**config.mk**
```make
export PLATFORM = sky130hd
export DESIGN_NAME = uswf_ctrl
export DESIGN_NICKNAME = d
export VERILOG_FILES = /design/src/hdl/uswf_pkg.sv /design/src/hdl/uswf_ctrl.sv /design/src/hdl/uswf_sync.sv /design/src/hdl/uswf_flush_tmr.sv
export SDC_FILE = /design/constraint.sdc
export NUM_CORES = 1
export LEC_CHECK = 0
export ABC_AREA = 1
export BUFFER_PORTS_ARGS = -buffer_cell sky130_fd_sc_hd__buf_4
export CORE_ASPECT_RATIO = 0.5
export CORE_MARGIN = 2
export CORE_UTILIZATION = 55
export CTS_CLUSTER_SIZE = 12
export DETAILED_ROUTE_END_ITERATION = 7
export HOLD_SLACK_MARGIN = 0.15
export PLACE_DENSITY = 0.74
export REMOVE_ABC_BUFFERS = 1
export SLEW_MARGIN = 30
export SYNTH_ARGS = -nofsm -noshare
export SYNTH_HDL_FRONTEND = slang
export SYNTH_SLANG_ARGS = --single-unit
```
**constraint.sdc**
```tcl
create_clock -name core_clk -period 2.8 [get_ports core_clk]
set_input_delay 0.56 -clock core_clk [delete_from_list [all_inputs] [get_ports core_clk]]
set_output_delay 0.56 -clock core_clk [all_outputs]
set_load 0.1 [all_outputs]
```
**src/hdl/uswf_pkg.sv**
```systemverilog
// Package: constants and carrier types of the suspend, wake and flush controller
package uswf_pkg;

  // Timing: one millisecond tick at the core clock rate
  localparam int unsigned CLK_HZ         = 25000000;
  localparam int unsigned TICK_MS        = 1;
  localparam int unsigned MS_CYCLES      = (CLK_HZ / 1000) * TICK_MS;
  localparam int unsigned MS_CNT_W       = 15;

  // Flush timeout range in milliseconds
  localparam logic [7:0]  FLUSH_MS_MIN   = 8'h01;
  localparam logic [7:0]  FLUSH_MS_MAX   = 8'hFF;
  localparam logic [7:0]  FLUSH_MS_RST   = 8'h10;

  // Register offsets
  localparam logic [3:0]  OFS_CTRL       = 4'h0;
  localparam logic [3:0]  OFS_STATUS     = 4'h1;
  localparam logic [3:0]  OFS_FLUSH_A    = 4'h2;
  localparam logic [3:0]  OFS_FLUSH_B    = 4'h3;
  localparam logic [3:0]  OFS_IRQ_STAT   = 4'h4;
  localparam logic [3:0]  OFS_IRQ_MASK   = 4'h5;

  // Control register field positions
  localparam int unsigned CTRL_PULLDN    = 0;
  localparam int unsigned CTRL_RWAKE     = 1;
  localparam int unsigned CTRL_ISO_A     = 2;
  localparam int unsigned CTRL_ISO_B     = 3;
  localparam logic [7:0]  CTRL_RST       = 8'h00;

  // Interrupt status bit positions
  localparam int unsigned IRQ_WAKE_A     = 0;
  localparam int unsigned IRQ_WAKE_B     = 1;
  localparam int unsigned IRQ_SEND_A     = 2;
  localparam int unsigned IRQ_SEND_B     = 3;
  localparam int unsigned IRQ_TMO_A      = 4;
  localparam int unsigned IRQ_TMO_B      = 5;
  localparam int unsigned IRQ_W          = 6;

  // Reset output stretch in core cycles
  localparam logic [7:0]  RESET_OUT_N_CYCLES  = 8'h20;

  // Per-channel link request towards the USB engine
  typedef struct packed {
    logic send_now;   // Level: held until next IN takes the pending data
    logic short_pkt;  // Pulse: timeout flush on next IN
    logic iso_mode;   // Level: isochronous instead of bulk
  } uswf_chan_req_type;

endpackage

```
**src/hdl/uswf_ctrl.sv**
```systemverilog
// Suspend, wake, flush and reset control for both channels
//
// Operation
// - Power enable low once enumerated
// - Power enable high during USB suspend
// - Pull IO low when option set, power off
// - Wake strobe in suspend requests resume
// - Wake strobe normally flushes data next IN
// - Flush timeout held, 1 to 255 ms
// - External reset input resets the logic
// - Reset output derived from power-on reset
// - Enumeration waits for stable clocks
// - Configuration bit selects isochronous transfers
// - Each channel has its own wake input
//
// Decided for this implementation: the placing of the registers and strobed register access.
`timescale 1ns/100ps
`default_nettype none
module uswf_ctrl
  import uswf_pkg::*;
#(
  parameter int unsigned MS_COUNT = MS_CYCLES
) (
  // Clock and reset
  input  wire logic              core_clk,
  input  wire logic              rst_b,
  input  wire logic              por_done,
  // USB engine state
  input  wire logic              usb_configured,
  input  wire logic              usb_suspended,
  input  wire logic              clock_settle_check,
  input  wire logic [1:0]        rx_data_waiting,
  input  wire logic [1:0]        bulk_in_taken,
  output logic                   enum_allow,
  output logic                   resume_req,
  output uswf_chan_req_type      chan_req_a,
  output uswf_chan_req_type      chan_req_b,
  // Pins
  input  wire logic [1:0]        send_now_wake_n,
  output logic                   power_switch_en_n,
  output logic                   io_pulldown,
  output logic                   reset_out_n,
  // Register port
  input  wire logic [3:0]        reg_addr,
  input  wire logic [7:0]        reg_wdata,
  input  wire logic              reg_wr,
  input  wire logic              reg_rd,
  output logic [7:0]             reg_rdata,
  output logic                   irq
);

  ////////////////////////////////////////////////////////////////////////////
  // Declarations

  // Filtered pins, edge events and timer results
  logic [1:0]          wake_lvl;
  logic [1:0]          wake_prev_reg;
  logic [1:0]          wake_fall;
  logic [1:0]          tmo_exp;

  // Millisecond prescaler
  logic                tick;
  logic [MS_CNT_W-1:0] ms_cnt_reg;
  logic [MS_CNT_W-1:0] ms_cnt_next;

  // Register file and interrupt
  logic [7:0]          ctrl_reg;
  logic [7:0]          ctrl_next;
  logic [7:0]          flush_reg [2];
  logic [7:0]          flush_next [2];
  logic [IRQ_W-1:0]    istat_reg;
  logic [IRQ_W-1:0]    istat_next;
  logic [IRQ_W-1:0]    imask_reg;
  logic [IRQ_W-1:0]    imask_next;
  logic [7:0]          rdata_reg;
  logic [7:0]          rdata_next;
  logic                irq_reg;
  logic                irq_next;

  // Power switch, pull-down and enumeration gate
  logic                pwr_n_reg;
  logic                pwr_n_next;
  logic                pull_reg;
  logic                pull_next;
  logic                enum_reg;
  logic                enum_next;
  logic                settle_lvl;

  // Wake and flush requests
  logic                resume_reg;
  logic                resume_next;
  logic [1:0]          send_reg;
  logic [1:0]          send_next;
  logic [1:0]          short_reg;
  logic [1:0]          short_next;
  logic [1:0]          flush_pend_reg;
  logic [1:0]          flush_pend_next;

  // Reset output stretch
  logic [7:0]          rst_cnt_reg;
  logic [7:0]          rst_cnt_next;
  logic                rst_out_reg;
  logic                rst_out_next;

  // Clamp a written timeout into the legal range; zero would expire on every tick
  function automatic logic [7:0] clamp_ms(input logic [7:0] v);
    clamp_ms = (v < FLUSH_MS_MIN) ? FLUSH_MS_MIN : v;
  endfunction

  ////////////////////////////////////////////////////////////////////////////
  // Pin synchronisers and per-channel timers

  // Settle level starts low: enumeration stays held off until the pin is seen high
  uswf_sync #(.RST_VAL(1'b0)) u_sync_settle (
    .core_clk  (core_clk),
    .rst_b     (rst_b),
    .pin_in    (clock_settle_check),
    .level_out (settle_lvl)
  );

  for (genvar ch = 0; ch < 2; ch++) begin : g_chan
    uswf_sync #(.RST_VAL(1'b1)) u_sync_wake (
      .core_clk  (core_clk),
      .rst_b     (rst_b),
      .pin_in    (send_now_wake_n[ch]),
      .level_out (wake_lvl[ch])
    );

    uswf_flush_tmr u_tmr (
      .core_clk     (core_clk),
      .rst_b        (rst_b),
      .ms_tick      (tick),
      .timeout_ms   (flush_reg[ch]),
      .data_waiting (rx_data_waiting[ch]),
      .restart      (bulk_in_taken[ch]),
      .expired      (tmo_exp[ch])
    );
  end

  // Falling edge of each filtered wake input, channels kept apart
  assign wake_fall = wake_prev_reg & ~wake_lvl;

  ////////////////////////////////////////////////////////////////////////////
  // Millisecond tick
  // One prescaler serves both channel timers, so their ticks stay aligned

  always_comb begin
    tick        = (ms_cnt_reg == MS_CNT_W'(MS_COUNT - 1));
    ms_cnt_next = tick ? '0 : ms_cnt_reg + 1'b1;
  end

  ////////////////////////////////////////////////////////////////////////////
  // Power, enumeration gate and reset output

  always_comb begin
    enum_next    = settle_lvl;
    // Switch drops in suspend even while still configured
    pwr_n_next   = !(usb_configured && !usb_suspended);
    pull_next    = ctrl_reg[CTRL_PULLDN] && pwr_n_reg;
    rst_cnt_next = rst_cnt_reg;
    rst_out_next = rst_out_reg;
    // Stretch the release so external parts see a clean reset edge
    // The external reset input restarts the stretch as well
    if (!por_done) begin
      rst_cnt_next = 8'h00;
      rst_out_next = 1'b0;
    end else if (rst_cnt_reg != RESET_OUT_N_CYCLES) begin
      rst_cnt_next = rst_cnt_reg + 8'h01;
    end else begin
      rst_out_next = 1'b1;
    end
  end

  ////////////////////////////////////////////////////////////////////////////
  // Wake and flush requests

  always_comb begin
    resume_next     = 1'b0;
    send_next       = 2'b00;
    short_next      = 2'b00;
    flush_pend_next = flush_pend_reg;
    for (int c = 0; c < 2; c++) begin
      // A strobe in suspend without remote wake only sets its status bit
      if (wake_fall[c] && usb_suspended && ctrl_reg[CTRL_RWAKE]) begin
        resume_next = 1'b1;
      end else if (wake_fall[c] && !usb_suspended) begin
        flush_pend_next[c] = 1'b1;
      end
      // Pending flush holds until the next IN takes it; an empty buffer drops it,
      // so a strobe never flushes data that arrives long afterwards
      if (bulk_in_taken[c] || !rx_data_waiting[c]) begin
        flush_pend_next[c] = 1'b0;
      end
      send_next[c]  = flush_pend_reg[c] && rx_data_waiting[c];
      short_next[c] = tmo_exp[c];
    end
  end

  ////////////////////////////////////////////////////////////////////////////
  // Register file and interrupt

  always_comb begin
    ctrl_next  = ctrl_reg;
    flush_next = flush_reg;
    imask_next = imask_reg;
    istat_next = istat_reg;
    rdata_next = 8'h00;
    // Unmapped addresses ignore writes and read as zero
    if (reg_wr) begin
      unique case (reg_addr)
        OFS_CTRL:     ctrl_next     = reg_wdata;
        OFS_FLUSH_A:  flush_next[0] = clamp_ms(reg_wdata);
        OFS_FLUSH_B:  flush_next[1] = clamp_ms(reg_wdata);
        OFS_IRQ_STAT: istat_next    = istat_reg & ~reg_wdata[IRQ_W-1:0];
        OFS_IRQ_MASK: imask_next    = reg_wdata[IRQ_W-1:0];
        default:      ;
      endcase
    end
    // Events set after the clear so a same-cycle event is kept
    istat_next[IRQ_WAKE_A] = istat_next[IRQ_WAKE_A] | (wake_fall[0] & usb_suspended);
    istat_next[IRQ_WAKE_B] = istat_next[IRQ_WAKE_B] | (wake_fall[1] & usb_suspended);
    istat_next[IRQ_SEND_A] = istat_next[IRQ_SEND_A] | (wake_fall[0] & ~usb_suspended);
    istat_next[IRQ_SEND_B] = istat_next[IRQ_SEND_B] | (wake_fall[1] & ~usb_suspended);
    istat_next[IRQ_TMO_A]  = istat_next[IRQ_TMO_A] | tmo_exp[0];
    istat_next[IRQ_TMO_B]  = istat_next[IRQ_TMO_B] | tmo_exp[1];
    if (reg_rd) begin
      unique case (reg_addr)
        OFS_CTRL:     rdata_next = ctrl_reg;
        OFS_STATUS:   rdata_next = {2'b00, flush_pend_reg, usb_suspended,
                                    usb_configured, enum_reg, pwr_n_reg};
        OFS_FLUSH_A:  rdata_next = flush_reg[0];
        OFS_FLUSH_B:  rdata_next = flush_reg[1];
        OFS_IRQ_STAT: rdata_next = {2'b00, istat_reg};
        OFS_IRQ_MASK: rdata_next = {2'b00, imask_reg};
        default:      rdata_next = 8'h00;
      endcase
    end
    irq_next = |(istat_next & imask_next);
  end

  ////////////////////////////////////////////////////////////////////////////
  // State registers; external reset input arrives through rst_b
  // Every register resets to its idle level, so no false event follows reset

  always_ff @(posedge core_clk or negedge rst_b) begin
    if (!rst_b) begin
      ms_cnt_reg     <= '0;
      wake_prev_reg  <= 2'b11;
      ctrl_reg       <= CTRL_RST;
      flush_reg[0]   <= FLUSH_MS_RST;
      flush_reg[1]   <= FLUSH_MS_RST;
      istat_reg      <= '0;
      imask_reg      <= '0;
      rdata_reg      <= 8'h00;
      irq_reg        <= 1'b0;
      pwr_n_reg      <= 1'b1;
      pull_reg       <= 1'b0;
      enum_reg       <= 1'b0;
      resume_reg     <= 1'b0;
      send_reg       <= 2'b00;
      short_reg      <= 2'b00;
      flush_pend_reg <= 2'b00;
      rst_cnt_reg    <= 8'h00;
      rst_out_reg    <= 1'b0;
    end else begin
      ms_cnt_reg     <= ms_cnt_next;
      wake_prev_reg  <= wake_lvl;
      ctrl_reg       <= ctrl_next;
      flush_reg      <= flush_next;
      istat_reg      <= istat_next;
      imask_reg      <= imask_next;
      rdata_reg      <= rdata_next;
      irq_reg        <= irq_next;
      pwr_n_reg      <= pwr_n_next;
      pull_reg       <= pull_next;
      enum_reg       <= enum_next;
      resume_reg     <= resume_next;
      send_reg       <= send_next;
      short_reg      <= short_next;
      flush_pend_reg <= flush_pend_next;
      rst_cnt_reg    <= rst_cnt_next;
      rst_out_reg    <= rst_out_next;
    end
  end

  ////////////////////////////////////////////////////////////////////////////
  // Outputs, all straight from flip-flops

  assign power_switch_en_n    = pwr_n_reg;
  assign io_pulldown          = pull_reg;
  assign enum_allow           = enum_reg;
  assign resume_req           = resume_reg;
  assign reset_out_n          = rst_out_reg;
  assign reg_rdata            = rdata_reg;
  assign irq                  = irq_reg;
  // Request bundles towards the USB engine; iso mode follows its option bit
  // directly, so a mode change reaches the engine with no extra lag
  assign chan_req_a.send_now  = send_reg[0];
  assign chan_req_a.short_pkt = short_reg[0];
  assign chan_req_a.iso_mode  = ctrl_reg[CTRL_ISO_A];
  assign chan_req_b.send_now  = send_reg[1];
  assign chan_req_b.short_pkt = short_reg[1];
  assign chan_req_b.iso_mode  = ctrl_reg[CTRL_ISO_B];

endmodule
`default_nettype wire

```
**src/hdl/uswf_sync.sv**
```systemverilog
// Three-stage input synchroniser with agreement filter
`timescale 1ns/100ps
`default_nettype none
module uswf_sync #(
  parameter logic RST_VAL = 1'b1
) (
  // Clock and reset
  input  wire logic core_clk,
  input  wire logic rst_b,
  // Data
  input  wire logic pin_in,
  output logic      level_out
);

  logic [2:0] stage_reg;
  logic [2:0] stage_next;
  logic       level_reg;
  logic       level_next;

  // Shift and accept a change only when the last two stages agree
  always_comb begin
    stage_next = {stage_reg[1:0], pin_in};
    level_next = (stage_reg[2] == stage_reg[1]) ? stage_reg[1] : level_reg;
  end

  always_ff @(posedge core_clk or negedge rst_b) begin
    if (!rst_b) begin
      stage_reg <= {3{RST_VAL}};
      level_reg <= RST_VAL;
    end else begin
      stage_reg <= stage_next;
      level_reg <= level_next;
    end
  end

  assign level_out = level_reg;

endmodule
`default_nettype wire

```
**src/hdl/uswf_flush_tmr.sv**
```systemverilog
// Per-channel receive-buffer flush timer counting millisecond ticks
`timescale 1ns/100ps
`default_nettype none
module uswf_flush_tmr
  import uswf_pkg::*;
(
  // Clock and reset
  input  wire logic       core_clk,
  input  wire logic       rst_b,
  // Control
  input  wire logic       ms_tick,
  input  wire logic [7:0] timeout_ms,
  input  wire logic       data_waiting,
  input  wire logic       restart,
  // Result
  output logic            expired
);

  logic [7:0] count_reg;
  logic [7:0] count_next;
  logic       exp_reg;
  logic       exp_next;

  // Count while data waits; fire once then rearm, so a stuck buffer flushes periodically
  always_comb begin
    count_next = count_reg;
    exp_next   = 1'b0;
    if (!data_waiting || restart) begin
      count_next = 8'h00;
    end else if (ms_tick) begin
      if (count_reg + 8'h01 >= timeout_ms) begin
        count_next = 8'h00;
        exp_next   = 1'b1;
      end else begin
        count_next = count_reg + 8'h01;
      end
    end
  end

  always_ff @(posedge core_clk or negedge rst_b) begin
    if (!rst_b) begin
      count_reg <= 8'h00;
      exp_reg   <= 1'b0;
    end else begin
      count_reg <= count_next;
      exp_reg   <= exp_next;
    end
  end

  assign expired = exp_reg;

endmodule
`default_nettype wire

```
== Word-level counts from Yosys, hierarchy flattened ==
Cells that the tools add are included.

* Logic and storage cells: 125
* Bits in registers: 111
* Bits of input ports: 26
* Output and inout port bits: 20

* Eq/ne operators: 14
* Bitwise logic cells: 16
* Magnitude comparators: 3
* Add/sub/neg operators: 4
* Mux-type cells: 32
* Reductions and logical operators: 27

{| class="wikitable"
|+ Operators by type and width
! cell !! count
|-
| $mux W8 || 10
|-
| $pmux W8 S6 || 1
|-
| $add A8 B1 Y8 const B || 3
|-
| $mux W6 || 4
|-
| $ge A8 B8 Y1 || 2
|-
| $mux W1 || 16
|-
| $add A15 B1 Y15 const B || 1
|-
| $eq A15 B15 Y1 const B || 1
|-
| $mux W15 || 1
|-
| $and A6 B6 Y6 || 2
|-
| $logic_and A1 B1 Y1 || 10
|-
| $reduce_and A2 Y1 || 5
|-
| $eq A4 B2 Y1 const B || 2
|-
| $eq A4 B3 Y1 const B || 2
|-
| $lt A8 B1 Y1 const B || 1
|-
| $ne A8 B6 Y1 const B || 1
|-
| $reduce_bool A2 Y1 || 4
|-
| $ne A2 B1 Y1 const B || 3
|-
| $not A6 Y6 || 1
|-
| $or A1 B1 Y1 || 6
|-
| $reduce_or A6 Y1 || 1
|-
| $and A1 B1 Y1 || 4
|-
| $eq A4 B1 Y1 const B || 1
|-
| $logic_not A1 Y1 || 4
|-
| other kinds (7) || 10
|}

== Logic depth before layout (Yosys ltp) ==
* Depth in word-level cells: 7
* Depth in mapped cells: 14
* Depth with buffers taken out: 13

== Cells and area by module ==
From an unflattened synthesis, not the netlist that was laid out.

* Cells, all modules: 683
* Area, all modules: 5636.7 µm²

{| class="wikitable"
|+ Modules (own cells, without submodules)
! module !! cells an instance !! times used !! area an instance (µm²)
|-
| uswf_ctrl || 453 || 1 || 3781.1
|-
| uswf_flush_tmr || 103 || 2 || 748.2
|-
| uswf_sync at g_chan[0].u_sync_wake ... || 8 || 2 || 121.4
|-
| uswf_sync at u_sync_settle || 8 || 1 || 116.4
|}

== Least setup slack after synthesis ==
No wires, ideal clock.

* Path kind: register to register
* Start: register g_chan[1].u_tmr.count_reg[0]
* End: register g_chan[1].u_tmr.count_reg[0]
* Stages on the path, launching flop included: 13
* Required time: 2733 ps
* Setup slack: 783 ps
* Period minus slack after synthesis: 2017 ps
* Arrival time: 1951 ps
* Setup time: 67 ps
* Path buffers: 0
* Cell sequence: dfrtp_1 > ha_1 > nand2_1 > nor2_1 > nand2_1 > xor2_1 > inv_1 > ha_1 > nand2_1 > o21ai_0 > a21oi_1 > nand3_1 > nand2_1

* Word-level cells in the longest chain between the ends: 5

{| class="wikitable"
|+ Ends and longest elaborated chain
! what !! RTL line !! text
|-
| from (decl) || uswf_flush_tmr.sv:19 || <nowiki>logic [7:0] count_reg;</nowiki>
|-
| from (signal assigned) || uswf_flush_tmr.sv:45 || <nowiki>count_reg <= count_next;</nowiki>
|-
| $add A8 B1 Y8 * || uswf_flush_tmr.sv:31, uswf_flush_tmr.sv:35 ||
|-
| $ge A8 B8 Y1 || uswf_flush_tmr.sv:31 || <nowiki>if (count_reg + 8'h01 >= timeout_ms) begin</nowiki>
|-
| $mux W8 * || uswf_flush_tmr.sv:31 ||
|-
| $mux W8 * || uswf_flush_tmr.sv:30 || <nowiki>end else if (ms_tick) begin</nowiki>
|-
| $mux W8 * || uswf_flush_tmr.sv:28 || <nowiki>if (!data_waiting || restart) begin</nowiki>
|}

Every way passes the cells marked *; elsewhere a longest branch is shown, timed or not. The select of a mux whose other input is x is not followed.
A chain may end at the register's enable or synchronous reset.

== Worst setup path after layout ==
* Start: register g_chan[1].u_tmr.count_reg[0]
* End: register g_chan[1].u_tmr.count_reg[7]

The elaborated chain is that of the path after synthesis.

==> flow_summary.toml <==
[sta]
setup_total_negative_slack_ns = 0
timing_max_transition_violations_final = 0
finalSetupViolations = 0
fmax_mhz = 438.2
finalHoldViolCount = 0
slew_headroom_pct = 58.23
finalClockSkew_ns = 0.005236
worst_slew_pin_slew_ns = 0.6217
period_utilization_post_route_pct = 81.49
final_period_minus_worst_setup_slack_ns = 2.282
grt_setup_unrepaired = "false"

[worst_setup_path]
ff2ff_setup_slack_ns = 0.52
cpLargestDelayFamily = "compound AO/OA/AOI/OAI gates"
r2r_cell_count = 10
worst_r2r_endpoint = "g_chan[1].u_tmr.count_reg[7]$_DFFE_PN0P_"
critical_path_class = "flip-flop to flip-flop"
worst_r2r_startpoint = "g_chan[1].u_tmr.count_reg[0]$_DFFE_PN0P_"
critPathRequiredTime_ns = 3.09
timing.critical_path.buf_inv = 1
critPathSlowestCell = "dfrtp_1"
cpPeakStageDelay_ns = 0.42
crit_arrival_ns = 2.57
start_kind = "flip-flop"
worst_setup_path_end_kind = "flip-flop"
timing.critical_path.fanout_max = 5
path_cells = "nand3_1, nor3_1, xor2_1, ha_1, a21oi_1, o21ai_0, a21oi_1, buf_4, nand3_1, nand2_1"

[route]
via_count = 4295
viasPerCell = 5.095
initialDrtViolationCount = 344
post_drt_wl_per_cell_um = 13.34
postRouteWirelength_mm = 11.24
drc = 0
firstDrtPassIters = 5
ant_nets = 0

[clock_tree]
tritoncts = "yes"
clk_root_buffer_cell = "clkbuf_16"
clock_input_transition_at_the_sequential_cells_of_the_worst_setup_and_hold_paths_ns = 0.07
ctsLongestPathBuffers = 2
cts.repair_timing.setup_buffer_count = 0
numClockSinks = 111
clk_latency_worst_skew_pair_ns = 0.35
numCtsBuffers = 9
h_tree_levels = 3

[grt]
grt.total_usage_pct = 23.10
antenna_violations_before_repair = 0
overall_overflow_remaining_after_global_route = 0
grt_pass1_vias = 3948
grt_pass1_wl_mm = 19.03
largest_net_degree_at_the_start_of_global_routing = 80

[worst_hold_path]
hold_path_end = "g_chan[1].u_sync_wake.stage_reg[0]$_DFF_PN1_"
holdCritPathClass = "input port to flip-flop"
worst_hold_path.num_cells = 1
min_from = "send_now_wake_n[1]"

[floorplan]
fp.dieW_um = 144.5
floorplan.initialDensity_pct = 57.05
fp.dieArea_um2 = 10720
core_area_um2 = 9509
num_io_pins = 46
fp.dieH_um = 74.23
rows = 25

[logic_synthesis]
synth_top_family_by_area = "simple AND/OR/NAND/NOR gates"
synth_area_um2 = 5425
compound_cell_area_share_of_the_yosys_netlist_pct = 7.126
yosys_warnings = 0
synth_cell_types = 31
yosys.area_share.adder_pct = 5.397
synth.area.mux_share_pct = 0.4151
synth_xor_xnor_area_share_pct = 1.614
syn-mean-instance-area_um2 = 8.321
synth.yosys.seq_area_share_pct = 51.50
ys_ff_latch = 111
post_synth_and_or_nand_nor_area_fraction_pct = 26.31
synthCells = 652

[pwr]
power_density_nw_per_um2 = 613.2
ir_worst_vdd_v = 0.0003203
total_leakage_power_nw = 3.329

[cells_and_area]
nNetsFinal = 750
fin_area_um2 = 6232
area_added_between_synthesis_and_finish_pct = 14.88
antennaDiodeCount = 0
layout-drive-gt1-share_pct = 13.28

[flow_run]
cap_violations = 0

[placement]
numPortBuffers = 45
gp_routability_congestion = 0.8424
hpwlAfterDp_mm = 8.196
dpl-instance-area_um2 = 5913

[status]
status = "completed"
Yosys cell counts:
master    instances  share of area (%)
mux2_2            2               0.42
nand2_1         193                 13
nand4_1          12                1.4
dfstp_2          13                6.3
xnor2_1           2               0.32
a21oi_1          18                1.7
xor2_1            8                1.3
nor3_4            2               0.60
or2_2             1               0.12
inv_2             1              0.069
nor2_2            2               0.23
nor3_1           15                1.4
nand3b_1          3               0.42
clkbuf_1          1              0.069
dfrtp_1          98                 45
o21a_1            2               0.28
o22ai_1           5               0.58
nand2_2           3               0.35
nand3_1          38                3.5
nor2_4            4               0.83
maj3_1            3               0.55
nand3_2           3               0.55
o221ai_1          2               0.32
inv_1            95                6.6
ha_1             21                4.8
nor2_1           52                3.6
o21bai_1          2               0.28
a21boi_1          1               0.14
o21ai_0          42                3.9
buf_4             4               0.55
buf_2             4               0.37
cells by family (layout without fill, tap and decap cells):
group / count (synthesis) / count (layout)
simple gates: 328 / 328
flops: 111 / 111
fa+ha+maj: 24 / 24
mux: 2 / 2
buf+inv: 105 / 161
compound gates: 72 / 72
xor+xnor: 10 / 10
placed cells by master, fill, tap and decap left out, drive strengths merged:
cell         synthesis  layout
nand2              196     196
dfrtp               98      98
inv                 96      97
nor2                58      58
buf                  8      48
o21ai               42      42
nand3               41      41
ha                  21      21
a21oi               18      18
nor3                17      17
dfstp               13      13
nand4               12      12
clkbuf               1      11
xor2                 8       8
o22ai                5       5
nand3b               3       3
maj3                 3       3
xnor2                2       2
o221ai               2       2
o21a                 2       2
o21bai               2       2
mux2                 2       2
clkinv               0       2
or2                  1       1
a21boi               1       1
bufinv               0       1
clkinvlp             0       1
dlygate4sd3          0       1
metrics by stage:
step           setup WS (ns)  power, W  hold slack [ns]  instances  utilization (%)
4_1_cts               0.5196  0.003851           0.3019        843            65.54
5_1_grt               0.2274  0.004010           0.2960        843            65.54
6_report              0.5182  0.003821           0.3082        843            65.54
3_5_place_dp          0.5296  0.002532           0.3442        826            62.18
3_3_place_gp          0.6404  0.002514           0.3356        826            62.18
2_1_floorplan         0.7826  0.002305           0.2644        643                -
worst max path at each step:
stage | startpoint | end | slack (ns) | depth (start not counted)
5_1_grt | g_chan[1].u_tmr.count_reg[0]$_DFFE_PN0P_ | g_chan[1].u_tmr.count_reg[4]$_DFFE_PN0P_ | 0.23 | 10
2_1_floorplan | g_chan[1].u_tmr.count_reg[0]$_DFFE_PN0P_ | g_chan[1].u_tmr.count_reg[0]$_DFFE_PN0P_ | 0.78 | 12
6_report | g_chan[1].u_tmr.count_reg[0]$_DFFE_PN0P_ | g_chan[1].u_tmr.count_reg[7]$_DFFE_PN0P_ | 0.52 | 10
4_1_cts | g_chan[1].u_tmr.count_reg[0]$_DFFE_PN0P_ | g_chan[1].u_tmr.count_reg[7]$_DFFE_PN0P_ | 0.52 | 10
3_5_place_dp | g_chan[1].u_tmr.count_reg[0]$_DFFE_PN0P_ | g_chan[1].u_tmr.count_reg[7]$_DFFE_PN0P_ | 0.53 | 10
3_3_place_gp | g_chan[1].u_tmr.count_reg[0]$_DFFE_PN0P_ | g_chan[1].u_tmr.count_reg[4]$_DFFE_PN0P_ | 0.64 | 13
power breakdown:
| group | total (W) | internal [W] | leakage (nW) | switching [W] |
|---|---|---|---|---|
| logic | 0.000668 | 0.000185 | 1.78 | 0.000483 |
| registers | 0.00184 | 0.00177 | 1.40 | 0.0000745 |
| clock network | 0.00131 | 0.000728 | 0.148 | 0.000585 |
| total | 0.00382 | 0.00268 | 3.33 | 0.00114 |
routing by layer:
layer,track usage [%],vias up,routed length [um]
li1,-,2167,-
met1,34.35,1996,5495
met2,34.49,120,4970
met3,5.344,12,656
met4,6.149,0,121
met5,0,-,0
worst register-to-register path, stage by stage (launching register included):
cell	delay [ns]
dfrtp_1	0.42
nand3_1	0.17
nor3_1	0.21
xor2_1	0.24
ha_1	0.28
a21oi_1	0.14
o21ai_0	0.09
a21oi_1	0.31
buf_4	0.21
nand3_1	0.08
nand2_1	0.07
timing repair:
| item | in CTS | in global routing |
|---|---|---|
| endpoints found under the hold margin | 1 | 0 |
| endpoints found under the setup margin | 0 | 0 |
| hold buffers | 1 | 0 |
| gates resized for setup | 0 | 0 |
area by class of cell:
type / count / area, um^2
fillers: 800 / 3277
inverters: 96 / 360.3
multi-input cells: 436 / 2217
well taps: 135 / 168.9
clock buffers: 11 / 242.7
repair buffers: 49 / 382.9
flip-flops and latches: 111 / 2794
clock inverters: 5 / 66.31
No activity file was read; power rests on OpenSTA's default activity.
